==> src/common/sprt_consts.svh <==
// Purpose: offsets, field positions, reset values and timing counts
// Assumes: 8-bit register address, 16-bit register data
// Notes:   included by its bare name
`ifndef SPRT_CONSTS_SVH
`define SPRT_CONSTS_SVH
// ==========================================
// register offsets
`define SPRT_A_CFGA   8'h00
`define SPRT_A_CFGB   8'h04
`define SPRT_A_CTRL   8'h08
`define SPRT_A_INTSP  8'h0C
`define SPRT_A_INTOFF 8'h10
`define SPRT_A_GRUP   8'h14
`define SPRT_A_GRDN   8'h18
`define SPRT_A_GRB2   8'h1C
`define SPRT_A_B2SP   8'h20
`define SPRT_A_RATK   8'h24
`define SPRT_A_STOI   8'h28
`define SPRT_A_EFF    8'h2C
`define SPRT_A_DEV    8'h30
`define SPRT_A_STAT   8'h34
`define SPRT_A_PV     8'h38
// ==========================================
// field positions
`define SPRT_F_EXTMSK 3:0
`define SPRT_F_EXTIN  5:4
`define SPRT_F_OFFMUL 6
`define SPRT_F_OFFEXT 7
`define SPRT_F_TRKPV  8
`define SPRT_F_LIM    10:9
`define SPRT_F_RATIO  11
`define SPRT_F_OFFMSK 4:0
`define SPRT_F_TRKMSK 8:5
`define SPRT_F_B2MSK  13:9
// ==========================================
// reset values
`define SPRT_R_ZERO   16'h0000
`define SPRT_R_STOI   16'h0100
`define SPRT_GRAD_OFF 16'h0000
// ==========================================
// timing
`define SPRT_CLK_NS    32'h0000_0032
`define SPRT_SAMPLE_NS 32'h0001_86A0
`define SPRT_TICK_CYC  (`SPRT_SAMPLE_NS / `SPRT_CLK_NS)
`endif

==> src/common/sprt_pkg.sv <==
// Purpose: types shared by the set-point block
// Assumes: constants live in sprt_consts.svh
// Notes:   no numbers besides encodings
package sprt_pkg;
	// ==========================================
	// front panel requests
	typedef struct packed {
		logic ext;
		logic off;
		logic trk;
		logic b2;
	} sprt_front_s;
	// ==========================================
	// digital control contacts
	typedef struct packed {
		logic a;
		logic b;
		logic c;
		logic d;
	} sprt_di_s;
	// ==========================================
	// min/max selection
	typedef enum logic [1:0] {
		SPRT_LIM_OFF = 2'h0,
		SPRT_LIM_MIN = 2'h1,
		SPRT_LIM_MAX = 2'h2
	} sprt_lim_e;
endpackage : sprt_pkg

==> src/rtl/sprt_top.sv <==
// Purpose: set-point select, offset, ramp, tracking, clamp, deviation
// Assumes: inputs synchronous to clock; values signed 16 bit, Q8.8 factors
// Notes:   ramp advances on an internal sample tick
`timescale 1ns/1ps
`include "sprt_consts.svh"
module sprt_top (
	input  wire logic                  clock,
	input  wire logic                  nrst,
	input  wire logic [7:0]            reg_addr,
	input  wire logic [15:0]           reg_wdata,
	input  wire logic                  reg_wr,
	input  wire logic                  reg_rd,
	output logic      [15:0]           reg_rdata,
	input  wire logic signed [15:0]    primary_analog_input,
	input  wire logic signed [15:0]    second_flow_input,
	input  wire logic signed [15:0]    limit_analog_input,
	input  wire logic signed [15:0]    isolated_analog_input,
	input  wire logic signed [15:0]    default_setpoint_input,
	input  wire logic signed [15:0]    position_feedback_input,
	input  wire logic signed [15:0]    external_offset,
	input  wire logic signed [15:0]    programmer_setpoint,
	input  wire logic                  programmer_active,
	input  wire sprt_pkg::sprt_front_s front_panel,
	input  wire sprt_pkg::sprt_di_s    control_inputs,
	output logic signed [15:0]         effective_setpoint,
	output logic signed [15:0]         control_deviation,
	output logic signed [15:0]         process_value,
	output logic                       ext_active,
	output logic                       offset_active,
	output logic                       bumpless_active,
	output logic                       backup_active,
	output logic                       ramping
);
	// ==========================================
	// state
	logic        [15:0] cfga_q, cfga_d, cfgb_q, cfgb_d, ctrl_q, ctrl_d;
	logic signed [15:0] intsp_q, intsp_d, intoff_q, intoff_d;
	logic        [15:0] grup_q, grup_d, grdn_q, grdn_d, grb2_q, grb2_d;
	logic signed [15:0] b2sp_q, b2sp_d, ratk_q, ratk_d, stoi_q, stoi_d;
	logic signed [15:0] ramp_q, ramp_d, eff_q, eff_d, dev_q, dev_d;
	logic signed [15:0] pv_q, pv_d;
	logic        [15:0] rdata_q, rdata_d;
	logic        [10:0] cnt_q, cnt_d;
	logic               tick_q, tick_d;
	logic               ext_q, ext_d, off_q, off_d, bump_q, bump_d;
	logic               b2_q, b2_d, prog_q, prog_d;
	logic               pend_q, pend_d, b2r_q, b2r_d, ramping_q, ramping_d;
	// ==========================================
	// combinational helpers
	logic        [3:0]  ext_src, trk_src;
	logic        [4:0]  off_src, b2_src;
	logic signed [15:0] ext_in, off_val, base, target;
	logic signed [31:0] prod, ws, xf;
	logic signed [16:0] diff, absd;
	logic        [15:0] grad;
	logic               copy, swchg;
	sprt_pkg::sprt_lim_e lim;

	assign reg_rdata          = rdata_q;
	assign effective_setpoint = eff_q;
	assign control_deviation  = dev_q;
	assign process_value      = pv_q;
	assign ext_active         = ext_q;
	assign offset_active      = off_q;
	assign bumpless_active    = bump_q;
	assign backup_active      = b2_q;
	assign ramping            = ramping_q;

	always_comb begin
		// defaults hold the software registers and ramp state
		cfga_d = cfga_q;
		cfgb_d = cfgb_q;
		ctrl_d = ctrl_q;
		intsp_d = intsp_q;
		intoff_d = intoff_q;
		grup_d = grup_q;
		grdn_d = grdn_q;
		grb2_d = grb2_q;
		b2sp_d = b2sp_q;
		ratk_d = ratk_q;
		stoi_d = stoi_q;
		ramp_d = ramp_q;
		pend_d = pend_q;
		b2r_d = b2r_q;
		// ==========================================
		// sample tick divider
		tick_d = (cnt_q == 11'(`SPRT_TICK_CYC - 1));
		cnt_d  = tick_d ? 11'h000 : 11'(cnt_q + 11'h001);
		// ==========================================
		// source priority
		ext_src = {control_inputs.b, control_inputs.a, front_panel.ext, ctrl_q[0]};
		// every enabled source must ask for external; one internal wins
		ext_d   = (cfga_q[`SPRT_F_EXTMSK] != 4'h0)
		          && ((ext_src | ~cfga_q[`SPRT_F_EXTMSK]) == 4'hF);
		off_src = {control_inputs.c, control_inputs.b, control_inputs.a,
		           front_panel.off, ctrl_q[1]};
		off_d   = |(off_src & cfgb_q[`SPRT_F_OFFMSK]);
		trk_src = {control_inputs.d, control_inputs.b, front_panel.trk, ctrl_q[2]};
		// only the type of switch-over is stored, no source is chosen here
		bump_d  = |(trk_src & cfgb_q[`SPRT_F_TRKMSK]);
		b2_src  = {control_inputs.d, control_inputs.b, control_inputs.a,
		           front_panel.b2, ctrl_q[3]};
		b2_d    = |(b2_src & cfgb_q[`SPRT_F_B2MSK]);
		prog_d  = programmer_active;
		pv_d    = primary_analog_input;
		// ==========================================
		// target forming
		case (cfga_q[`SPRT_F_EXTIN])
			2'h1:    ext_in = isolated_analog_input;
			2'h2:    ext_in = position_feedback_input;
			default: ext_in = default_setpoint_input;
		endcase
		if (b2_q) begin
			base = b2sp_q;
		end else if (!ext_q) begin
			base = intsp_q;
		end else if (prog_q) begin
			base = programmer_setpoint;
		end else begin
			base = ext_in;
		end
		off_val = cfga_q[`SPRT_F_OFFEXT] ? external_offset : intoff_q;
		prod    = base * off_val;
		if (b2_q || !off_q) begin
			target = base;
		end else if (cfga_q[`SPRT_F_OFFMUL]) begin
			target = prod[23:8];
		end else begin
			target = 16'(base + off_val);
		end
		// ==========================================
		// ramp
		diff = {target[15], target} - {ramp_q[15], ramp_q};
		absd = diff[16] ? 17'(-diff) : diff;
		if (b2r_q) begin
			grad = grb2_q;
		end else begin
			grad = diff[16] ? grdn_q : grup_q;
		end
		if (tick_q) begin
			if (pend_q) begin
				// no range limit applied to the start value
				ramp_d = pv_q;
				pend_d = 1'b0;
			end else if (grad == `SPRT_GRAD_OFF || absd <= {1'b0, grad}) begin
				ramp_d = target;
				b2r_d  = 1'b0;
			end else if (diff[16]) begin
				ramp_d = ramp_q - grad;
			end else begin
				ramp_d = ramp_q + grad;
			end
		end
		ramping_d = (ramp_d != target) || pend_d;
		// ==========================================
		// switch-over handling, set wins over the tick clear
		swchg = (ext_d != ext_q) || (b2_d != b2_q) || (prog_d != prog_q);
		copy  = bump_q && !cfga_q[`SPRT_F_TRKPV] && ext_q && !ext_d && !b2_q;
		if (b2_d != b2_q) begin
			b2r_d = 1'b1;
		end
		if (swchg && !copy) begin
			pend_d = 1'b1;
		end
		// ==========================================
		// register writes
		if (reg_wr) begin
			case (reg_addr)
				`SPRT_A_CFGA:   cfga_d   = reg_wdata;
				`SPRT_A_CFGB:   cfgb_d   = reg_wdata;
				`SPRT_A_CTRL:   ctrl_d   = {12'h000, reg_wdata[3:0]};
				`SPRT_A_INTSP:  intsp_d  = reg_wdata;
				`SPRT_A_INTOFF: intoff_d = reg_wdata;
				`SPRT_A_GRUP:   grup_d   = reg_wdata;
				`SPRT_A_GRDN:   grdn_d   = reg_wdata;
				`SPRT_A_GRB2:   grb2_d   = reg_wdata;
				`SPRT_A_B2SP:   b2sp_d   = reg_wdata;
				`SPRT_A_RATK:   ratk_d   = reg_wdata;
				`SPRT_A_STOI:   stoi_d   = reg_wdata;
				default:        ;
			endcase
		end
		// tracking copy beats a software write in the same cycle
		if (copy) begin
			intsp_d = ramp_q;
		end
		// ==========================================
		// clamp and deviation
		lim = sprt_pkg::sprt_lim_e'(cfga_q[`SPRT_F_LIM]);
		case (lim)
			sprt_pkg::SPRT_LIM_MIN:
				eff_d = (ramp_q < limit_analog_input) ? limit_analog_input : ramp_q;
			sprt_pkg::SPRT_LIM_MAX:
				eff_d = (ramp_q > limit_analog_input) ? limit_analog_input : ramp_q;
			default:
				eff_d = ramp_q;
		endcase
		ws = eff_q * stoi_q;
		// the scaled product keeps its sign into the second multiply
		xf = $signed(ws[23:8]) * second_flow_input;
		if (cfga_q[`SPRT_F_RATIO]) begin
			dev_d = 16'(pv_q + ratk_q - xf[23:8]);
		end else begin
			dev_d = 16'(pv_q - eff_q);
		end
		// ==========================================
		// register reads, data valid only the cycle after the strobe
		rdata_d = 16'h0000;
		if (reg_rd) begin
			case (reg_addr)
				`SPRT_A_CFGA:   rdata_d = cfga_q;
				`SPRT_A_CFGB:   rdata_d = cfgb_q;
				`SPRT_A_CTRL:   rdata_d = ctrl_q;
				`SPRT_A_INTSP:  rdata_d = intsp_q;
				`SPRT_A_INTOFF: rdata_d = intoff_q;
				`SPRT_A_GRUP:   rdata_d = grup_q;
				`SPRT_A_GRDN:   rdata_d = grdn_q;
				`SPRT_A_GRB2:   rdata_d = grb2_q;
				`SPRT_A_B2SP:   rdata_d = b2sp_q;
				`SPRT_A_RATK:   rdata_d = ratk_q;
				`SPRT_A_STOI:   rdata_d = stoi_q;
				`SPRT_A_EFF:    rdata_d = eff_q;
				`SPRT_A_DEV:    rdata_d = dev_q;
				`SPRT_A_STAT:   rdata_d = {10'h000, pend_q, ramping_q, b2_q,
				                           bump_q, off_q, ext_q};
				`SPRT_A_PV:     rdata_d = pv_q;
				default:        rdata_d = 16'h0000;
			endcase
		end
	end

	always_ff @(posedge clock or negedge nrst) begin
		if (!nrst) begin
			cfga_q <= `SPRT_R_ZERO;
			cfgb_q <= `SPRT_R_ZERO;
			ctrl_q <= `SPRT_R_ZERO;
			intsp_q <= `SPRT_R_ZERO;
			intoff_q <= `SPRT_R_ZERO;
			grup_q <= `SPRT_GRAD_OFF;
			grdn_q <= `SPRT_GRAD_OFF;
			grb2_q <= `SPRT_GRAD_OFF;
			b2sp_q <= `SPRT_R_ZERO;
			ratk_q <= `SPRT_R_ZERO;
			stoi_q <= `SPRT_R_STOI;
			ramp_q <= `SPRT_R_ZERO;
			eff_q <= `SPRT_R_ZERO;
			dev_q <= `SPRT_R_ZERO;
			pv_q <= `SPRT_R_ZERO;
			rdata_q <= `SPRT_R_ZERO;
			cnt_q <= 11'h000;
			tick_q <= 1'b0;
			ext_q <= 1'b0;
			off_q <= 1'b0;
			bump_q <= 1'b0;
			b2_q <= 1'b0;
			prog_q <= 1'b0;
			// power-on counts as a switch-over
			pend_q <= 1'b1;
			b2r_q <= 1'b0;
			ramping_q <= 1'b0;
		end else begin
			cfga_q <= cfga_d;
			cfgb_q <= cfgb_d;
			ctrl_q <= ctrl_d;
			intsp_q <= intsp_d;
			intoff_q <= intoff_d;
			grup_q <= grup_d;
			grdn_q <= grdn_d;
			grb2_q <= grb2_d;
			b2sp_q <= b2sp_d;
			ratk_q <= ratk_d;
			stoi_q <= stoi_d;
			ramp_q <= ramp_d;
			eff_q <= eff_d;
			dev_q <= dev_d;
			pv_q <= pv_d;
			rdata_q <= rdata_d;
			cnt_q <= cnt_d;
			tick_q <= tick_d;
			ext_q <= ext_d;
			off_q <= off_d;
			bump_q <= bump_d;
			b2_q <= b2_d;
			prog_q <= prog_d;
			pend_q <= pend_d;
			b2r_q <= b2r_d;
			ramping_q <= ramping_d;
		end
	end

	// ==========================================
	// checks
	chk_int_priority: assert property (@(posedge clock) disable iff (!nrst)
		(|(~ext_src & cfga_q[`SPRT_F_EXTMSK])) |=> !ext_q)
		else $error("internal request did not override external");
	chk_ext_select: assert property (@(posedge clock) disable iff (!nrst)
		(cfga_q[`SPRT_F_EXTMSK] != 4'h0 && (ext_src | ~cfga_q[`SPRT_F_EXTMSK]) == 4'hF)
		|=> ext_q)
		else $error("external set-point not selected");
	chk_offset_prio: assert property (@(posedge clock) disable iff (!nrst)
		(|(off_src & cfgb_q[`SPRT_F_OFFMSK])) |=> off_q)
		else $error("offset request lost");
	chk_backup_prio: assert property (@(posedge clock) disable iff (!nrst)
		b2_q |-> (base == b2sp_q))
		else $error("backup set-point not in force");
	chk_ramp_step: assert property (@(posedge clock) disable iff (!nrst)
		(tick_q && !pend_q && grad != `SPRT_GRAD_OFF) |=>
		(ramp_q == $past(target) || ramp_q == 16'($past(ramp_q) + $past(grad))
		 || ramp_q == 16'($past(ramp_q) - $past(grad))))
		else $error("ramp moved by more than one step");
	chk_ramp_off: assert property (@(posedge clock) disable iff (!nrst)
		(tick_q && !pend_q && grad == `SPRT_GRAD_OFF) |=> ramp_q == $past(target))
		else $error("gradient off did not step");
	chk_pv_load: assert property (@(posedge clock) disable iff (!nrst)
		(tick_q && pend_q) |=> (ramp_q == $past(pv_q) && !pend_q) or (pend_q && $past(swchg)))
		else $error("ramp did not start at process value");
	chk_track_copy: assert property (@(posedge clock) disable iff (!nrst)
		copy |=> intsp_q == $past(ramp_q))
		else $error("tracking copy missing");
	chk_clamp_min: assert property (@(posedge clock) disable iff (!nrst)
		(cfga_q[`SPRT_F_LIM] == 2'h1) |=> eff_q >= $past(limit_analog_input))
		else $error("effective set-point below limit");
	chk_clamp_max: assert property (@(posedge clock) disable iff (!nrst)
		(cfga_q[`SPRT_F_LIM] == 2'h2) |=> eff_q <= $past(limit_analog_input))
		else $error("effective set-point above limit");
	chk_eff_follow: assert property (@(posedge clock) disable iff (!nrst)
		(cfga_q[`SPRT_F_LIM] == 2'h0) |=> eff_q == $past(ramp_q))
		else $error("unclamped set-point differs from ramp");
	chk_offset_drop: assert property (@(posedge clock) disable iff (!nrst)
		((off_src & cfgb_q[`SPRT_F_OFFMSK]) == 5'h00) |=> !off_q)
		else $error("offset kept without request");
	chk_bump_level: assert property (@(posedge clock) disable iff (!nrst)
		(|(trk_src & cfgb_q[`SPRT_F_TRKMSK])) |=> bump_q)
		else $error("bumpless request lost");
	chk_backup_level: assert property (@(posedge clock) disable iff (!nrst)
		(|(b2_src & cfgb_q[`SPRT_F_B2MSK])) |=> b2_q)
		else $error("backup request lost");
	chk_pv_follow: assert property (@(posedge clock) disable iff (!nrst)
		1'b1 |=> pv_q == $past(primary_analog_input))
		else $error("process value not from primary input");
	chk_std_dev: assert property (@(posedge clock) disable iff (!nrst)
		!cfga_q[`SPRT_F_RATIO] |=> dev_q == 16'($past(pv_q) - $past(eff_q)))
		else $error("standard deviation wrong");
	chk_ramp_hold: assert property (@(posedge clock) disable iff (!nrst)
		!tick_q |=> ramp_q == $past(ramp_q))
		else $error("ramp moved between ticks");
	chk_tick_single: assert property (@(posedge clock) disable iff (!nrst)
		tick_q |=> !tick_q)
		else $error("sample tick longer than one cycle");
	chk_backup_grad: assert property (@(posedge clock) disable iff (!nrst)
		(tick_q && !pend_q && b2r_q && grb2_q != `SPRT_GRAD_OFF && absd > {1'b0, grb2_q}) |=>
		(ramp_q == 16'($past(ramp_q) + $past(grb2_q))
		 || ramp_q == 16'($past(ramp_q) - $past(grb2_q))))
		else $error("backup ramp not on its own gradient");
endmodule : sprt_top

==> config.mk <==
export PLATFORM = sky130hd
export DESIGN_NAME = sprt_top
export DESIGN_NICKNAME = d
export VERILOG_FILES = /design/src/common/sprt_pkg.sv /design/src/rtl/sprt_top.sv
export VERILOG_INCLUDE_DIRS = /design/src /design/src/common
export SDC_FILE = /design/constraint.sdc
export NUM_CORES = 2
export LEC_CHECK = 0
export BUFFER_PORTS_ARGS = -buffer_cell sky130_fd_sc_hd__buf_4
export CORE_ASPECT_RATIO = 1.4
export CORE_UTILIZATION = 30
export DETAILED_ROUTE_END_ITERATION = 8
export PLACE_DENSITY = 0.45
export SLEW_MARGIN = 20
export SYNTH_ARGS = -nofsm -noshare
export SYNTH_HDL_FRONTEND = slang
export SYNTH_SLANG_ARGS = --single-unit
export TNS_END_PERCENT = 5
==> constraint.sdc <==
create_clock -name clock -period 15.4 [get_ports clock]
set_input_delay 0.77 -clock clock [delete_from_list [all_inputs] [get_ports clock]]
set_output_delay 0.77 -clock clock [all_outputs]
set_load 0.005 [all_outputs]
# ---- Yosys cells after proc, flatten, opt, wreduce, memory -nomap -nowiden
# Index checks and enable logic that the tools add are counted.
dict set report op_classes {
  add_sub_neg 9
  multipliers 3
  order_cmp 3
  n_eq_ne 25
  mux 30
  n_bitwise 5
  n_reduce_logical 38
}
# op n
set ops {}
lappend ops {{$mux W16} 19}
lappend ops {{$pmux W16 S15} 1}
lappend ops {{$mul A16 B16 Y24} 3}
lappend ops {{$pmux W16 S2} 2}
lappend ops {{$eq A8 B6 Y1 const B} 7}
lappend ops {{$add A16 B16 Y16} 3}
lappend ops {{$sub A16 B16 Y16} 3}
lappend ops {{$eq A8 B5 Y1 const B} 4}
lappend ops {{$reduce_and A2 Y1} 11}
lappend ops {{$le A17 B16 Y1} 1}
lappend ops {{$mux W17} 1}
lappend ops {{$neg A17 Y17} 1}
lappend ops {{$sub A16 B16 Y17} 1}
lappend ops {{$eq A8 B4 Y1 const B} 2}
lappend ops {{$gt A16 B16 Y1} 1}
lappend ops {{$logic_not A16 Y1} 1}
lappend ops {{$lt A16 B16 Y1} 1}
lappend ops {{$ne A16 B16 Y1} 1}
lappend ops {{$add A11 B1 Y11 const B} 1}
lappend ops {{$eq A11 B11 Y1 const B} 1}
lappend ops {{$mux W11} 1}
lappend ops {{$and A5 B5 Y5} 2}
lappend ops {{$reduce_or A5 Y1} 2}
lappend ops {{$eq A8 B3 Y1 const B} 1}
lappend ops {{17 further kinds} 42}
dict set report totals {
  reg_bits 264
  input_bits 165
  out_inout_bits 69
  word_cells 139
}

# ---- Depth between registers and ports, before layout
dict set report depth {
  word_depth 18
  ltp_mapped 63
  mapped_depth_nobuf 59
}

# ---- Worst setup path after synthesis
# OpenSTA, ideal clock, no wires.
dict set report synth_path {
  path_kind {flip-flop to flip-flop}
  from {reg stoi_q[8]}
  to {reg dev_q[15] (netlist: control_deviation[15])}
  arrival_time_ns 13.651
  t_required_ns 15.329
  setup_slack_ns 1.678
  path_stages_with_launch 56
  path_buffers 2
  path_cell_list {dfstp_2 > clkbuf_1 > clkbuf_1 > nand2_1 > fa_1 > inv_1 > fa_1 > inv_1 > fa_1 > inv_1 > fa_1 > inv_1 > fa_1 > inv_1 > fa_1 > ha_1 > a21o_1 > a21oi_1 > [20 not listed] > o21ai_0 > nor2_1 > o21ai_0 > o21ai_0 > nand2b_1 > xnor2_1 > fa_1 > xnor2_1 > xnor2_1 > xnor2_1 > xnor2_1 > xnor2_1 > xnor2_1 > xnor2_1 > xnor3_1 > xor2_1 > or4_1 > nand4_1}
}
dict set report synth_via {
  elab_chain_cells 4
}
# item line_no
set synth_rtl {}
lappend synth_rtl {{start: declaration} sprt_top.sv:39} ;# logic signed [15:0] b2sp_q, b2sp_d, ratk_q, ratk_d, stoi_q, stoi_d;
lappend synth_rtl {{start signal: assignment} sprt_top.sv:244} ;# stoi_q <= `SPRT_R_STOI;
lappend synth_rtl {{start signal: assignment} sprt_top.sv:272} ;# stoi_q <= stoi_d;
lappend synth_rtl {{$mul A16 B16 Y24} sprt_top.sv:198} ;# ws = eff_q * stoi_q;
lappend synth_rtl {{$mul A16 B16 Y24} sprt_top.sv:200} ;# xf = $signed(ws[23:8]) * second_flow_input;
lappend synth_rtl {{$sub A16 B16 Y16} sprt_top.sv:202} ;# dev_d = 16'(pv_q + ratk_q - xf[23:8]);
lappend synth_rtl {{$mux W16} sprt_top.sv:201} ;# if (cfga_q[`SPRT_F_RATIO]) begin
lappend synth_rtl {{named net dev_d[15]} sprt_top.sv:40} ;# logic signed [15:0] ramp_q, ramp_d, eff_q, eff_d, dev_q, dev_d;
lappend synth_rtl {{end signal: assignment} sprt_top.sv:247} ;# dev_q <= `SPRT_R_ZERO;
lappend synth_rtl {{end signal: assignment} sprt_top.sv:275} ;# dev_q <= dev_d;
lappend synth_rtl {{end: declaration} sprt_top.sv:40}
# The timed path passes the listed nets, and every way through them passes these cells.
# A chain may end at the register's enable or synchronous reset.

# ---- Worst setup path in the final report
dict set report layout_path {
  from {reg cfga_q[4]}
  to {reg ramping_q (netlist: ramping)}
}
dict set report layout_via {
  elab_chain_cells 18
  elab_cells_between_ends 26
}
# item line_no
set layout_rtl {}
lappend layout_rtl {{start: declaration} sprt_top.sv:36} ;# logic [15:0] cfga_q, cfga_d, cfgb_q, cfgb_d, ctrl_q, ctrl_d;
lappend layout_rtl {{start signal: assignment} sprt_top.sv:234} ;# cfga_q <= `SPRT_R_ZERO;
lappend layout_rtl {{start signal: assignment} sprt_top.sv:262} ;# cfga_q <= cfga_d;
lappend layout_rtl {{$eq A2 B2 Y1 / $eq A2 B1 Y1 (equally long branches)} sprt_top.sv:108} ;# case (cfga_q[`SPRT_F_EXTIN])
lappend layout_rtl {{$pmux W16 S2 *} sprt_top.sv:108}
lappend layout_rtl {{$mux W16 *} sprt_top.sv:117} ;# end else if (prog_q) begin
lappend layout_rtl {{$mux W16 *} sprt_top.sv:115} ;# end else if (!ext_q) begin
lappend layout_rtl {{$mux W16 *} sprt_top.sv:113} ;# if (b2_q) begin
lappend layout_rtl {{$mul A16 B16 Y24 / $add A16 B16 Y16 (equally long branches)} {sprt_top.sv:123, sprt_top.sv:129}}
lappend layout_rtl {{$mux W16} sprt_top.sv:126} ;# end else if (cfga_q[`SPRT_F_OFFMUL]) begin
lappend layout_rtl {{$mux W16 *} sprt_top.sv:124} ;# if (b2_q || !off_q) begin
lappend layout_rtl {{[3 not listed]} -}
lappend layout_rtl {{$le A17 B16 Y1, or another cell as far along} sprt_top.sv:145} ;# end else if (grad == `SPRT_GRAD_OFF || absd <= {1'b0, grad}) begin
lappend layout_rtl {{$logic_or A1 B1 Y1 / $mux W16 (equally long branches)} {sprt_top.sv:145, sprt_top.sv:148}}
lappend layout_rtl {{$mux W16} sprt_top.sv:145}
lappend layout_rtl {{$mux W16} sprt_top.sv:141} ;# if (pend_q) begin
lappend layout_rtl {{$mux W16} sprt_top.sv:140} ;# if (tick_q) begin
lappend layout_rtl {{$ne A16 B16 Y1 *} sprt_top.sv:154} ;# ramping_d = (ramp_d != target) || pend_d;
lappend layout_rtl {{$logic_or A1 B1 Y1 *} sprt_top.sv:154}
lappend layout_rtl {{named net ramping_d} sprt_top.sv:47} ;# logic pend_q, pend_d, b2r_q, b2r_d, ramping_q, ramping_d;
lappend layout_rtl {{end signal: assignment} sprt_top.sv:287} ;# ramping_q <= ramping_d;
lappend layout_rtl {{end: declaration} sprt_top.sv:47}
# Mark *: on every way through the listed nets, which the timed path passes. The rest lies on a longest branch.

==> results.cfg <==
[floorplanning]
die_w_um = 315
initial_core_util_pct = 30.3
ios = 234
fp.coreArea_mm2 = 0.136
die_y_um = 441
die-area_mm2 = 0.139
num_rows = 160

[synthesis]
synth_edf_count = 0
avgSynthCellArea_um2 = 8.98
synthDistinctLibCells = 99
synth_flop_cell = dfrtp_1
synth_cells = 4593
ys_seq_elements = 264
syn_area_mm2 = 0.0412
synth_nets = 5661
async_flop_share_pct = 100
seq_area_frac_synth_pct = 16.0
yosysWarnings = 0

[outcome]
violations = design-rule violations
status = complete, but fails checks

[detailed_routing]
post-route-drc-count = 49
drt_iter0_drc = 2568
wl_um = 171000
drt.antenna.violating_nets = 0
post_drt_via_cell_ratio = 5.13
routedWlPerCell_um = 25.6
drt_first_pass_iters = 9
vias = 34300

[clocking]
cts_tree = yes
postCtsResizedCells = 0
clk_latency_ns = 0.62
clkSinkCount = 264
cts.htree.levels = 1
cts_hold_buf = 0
cts_made_buffers = 31
clockRootBuffer = clkbuf_16
cts_max_path_buffers = 3
post_cts_buffers = 0
clk_pin_slew_ns = 0.07

[timing]
skew_ns = 0.0228
hold_viol = 0
drv_slew = 0
period_minus_slack_ns = 14.57
setup_viol = 0
max_freq_mhz = 68.6
rsz0062_at_grt = false
finalCritPeriodShare_pct = 94.6
worst_pin_slew_ns = 1.17
setup-tns-final_ns = 0
fin_ws_ns = 0.826
slew_headroom_pct = 22.0

[worst_setup_path]
worstSetupEndpointType = flop
start_kind = flop
crit_type = reg -> reg
reg2reg_depth = 59
critPathSlowestCell = ha_1
worstReg2RegEnd = ramping
r2r_slack_ns = 0.83
rr_startpoint = cfga_q[4]
max_stage_delay_ns = 0.56
arrival_ns = 15.08
crit_fanout = 19
required_ns = 15.91

[min_path]
min_path_type = in -> async

[global_route]
antenna_found_initial = 11
grt_pass1_wl_um = 247000
grt_max_degree = 88
grt_usage_pct = 24.6
overflow = 0
grt_pass1_vias = 35700

[placed_design]
placedCellCount = 6631
detailed_place_hpwl_um = 143000
placed_cell_area_mm2 = 0.0461
pre_cts_ws_ns = 0.577
gp_congestion = 0.949
port_buffers = 233

[cells_and_area]
final_cells = 6690
drive_gt1_share_pct = 14.4
fin_area_mm2 = 0.0472
syn2layout_area_growth_pct = 14.5
fillCellCount = 14300
final_nets = 5950

[run]
timing.max_cap.violations = 0
-- area by class of cell --
cell class	instances	area, um^2	area share, %
clock buffer	43	891	1.89
sequential	264	6620	14.0
inverter	835	3130	6.64
timing repair buffer	448	3370	7.14
clock inverter	15	185	0.392
multi-input combinational	3302	30800	65.2
tap	1782	2230	4.72
antenna	1	2.50	0.00530
-- cell usage in the layout, fill, tap and decap left out, drive strengths merged, types with 33 or more instances in the layout --
cell type  synthesis  final
a21o              37     37
a21oi            120    120
a22oi             93     93
a31oi             39     39
and2             238    238
buf               35    448
clkbuf           157     43
dfrtp            262    262
fa               577    577
ha               326    326
inv              823    827
mux2             151    151
mux2i             48     48
nand2            494    494
nand2b            41     41
nand3             33     33
nor2             279    279
nor2b             42     42
nor3              37     37
o21a              49     49
o21ai            151    151
xnor2            133    133
xor2              66     66
-- logic make-up after synthesis --
family	Yosys count	synth area share [%]
AND/OR/NAND/NOR	1289	15.0
multiplexers	199	5.29
buffers and inverters	1027	9.44
XOR/XNOR	200	4.28
adder cells (fa/ha/maj)	903	37.9
AO/OA/AOI/OAI	711	12.0
flip-flops	264	16.0
-- metal layers --
metal,part of all wire [%],track usage (%)
met1,38,28.1
met3,5.3,3.22
met4,5.2,10.7
met5,0.063,0
met2,52,45.1
-- critical path: cells and delay by family (launching register included) --
kind	cells	cell delay, ns
AND/OR/NAND/NOR	10	1.71
flip-flops	1	0.46
adder cells (fa/ha/maj)	12	4.87
AO/OA/AOI/OAI	22	4.93
buffers and inverters	13	2.05
XOR/XNOR	2	0.43
-- flip-flops by register name, summed over array words and instances, names as in the netlist, 4 cells and up --
register,count
b2sp_q,16
cfga_q,16
cfgb_q,16
cnt_q,11
control_deviation,16
ctrl_q,4
effective_setpoint,16
grb2_q,16
grdn_q,16
grup_q,16
intoff_q,16
intsp_q,16
process_value,16
ramp_q,16
ratk_q,16
reg_rdata,16
stoi_q,16
-- through the flow --
step	utilization [%]	hold WS (ns)
global placement	33.9	0.443
CTS	34.7	0.206
global route	34.7	0.218
finish	34.7	0.163
detailed placement	33.9	0.450
floorplan	-	0.425
-- Yosys cell counts, drive strengths merged (23+ instances only) --
library cell	count	area, um^2
mux2	151	1700
nand2b	41	257
nor2	279	1050
mux2i	48	480
ha	326	4080
a21oi	120	616
o21ai	151	778
buf	35	169
nor3	37	185
xor2	66	578
dfrtp	262	6560
o21a	49	368
a22oi	93	698
xnor2	133	1160
and2	238	1490
inv	823	3090
clkbuf	157	591
nand3	33	165
nor2b	42	263
a31oi	39	244
fa	577	11600
nand2	494	1850
o31ai	26	234
a221oi	23	219
a21o	37	278
-- how the worst max path moves through the flow --
stage          depth (start not counted)  slack (ns)               endpoint                   from
6_report                              59        0.83                ramping              cfga_q[4]
5_1_grt                               59        0.02                ramping              cfga_q[4]
4_1_cts                               52        0.57  control_deviation[15]  effective_setpoint[7]
3_5_place_dp                          52        0.58  control_deviation[15]  effective_setpoint[7]
3_3_place_gp                          53        0.79  control_deviation[15]  effective_setpoint[8]
2_1_floorplan                         55        1.68  control_deviation[15]              stoi_q[8]
Power is left out: the tool's default activity adds up to more than one toggle a clock period on the data nets, which glitch-free logic cannot reach.
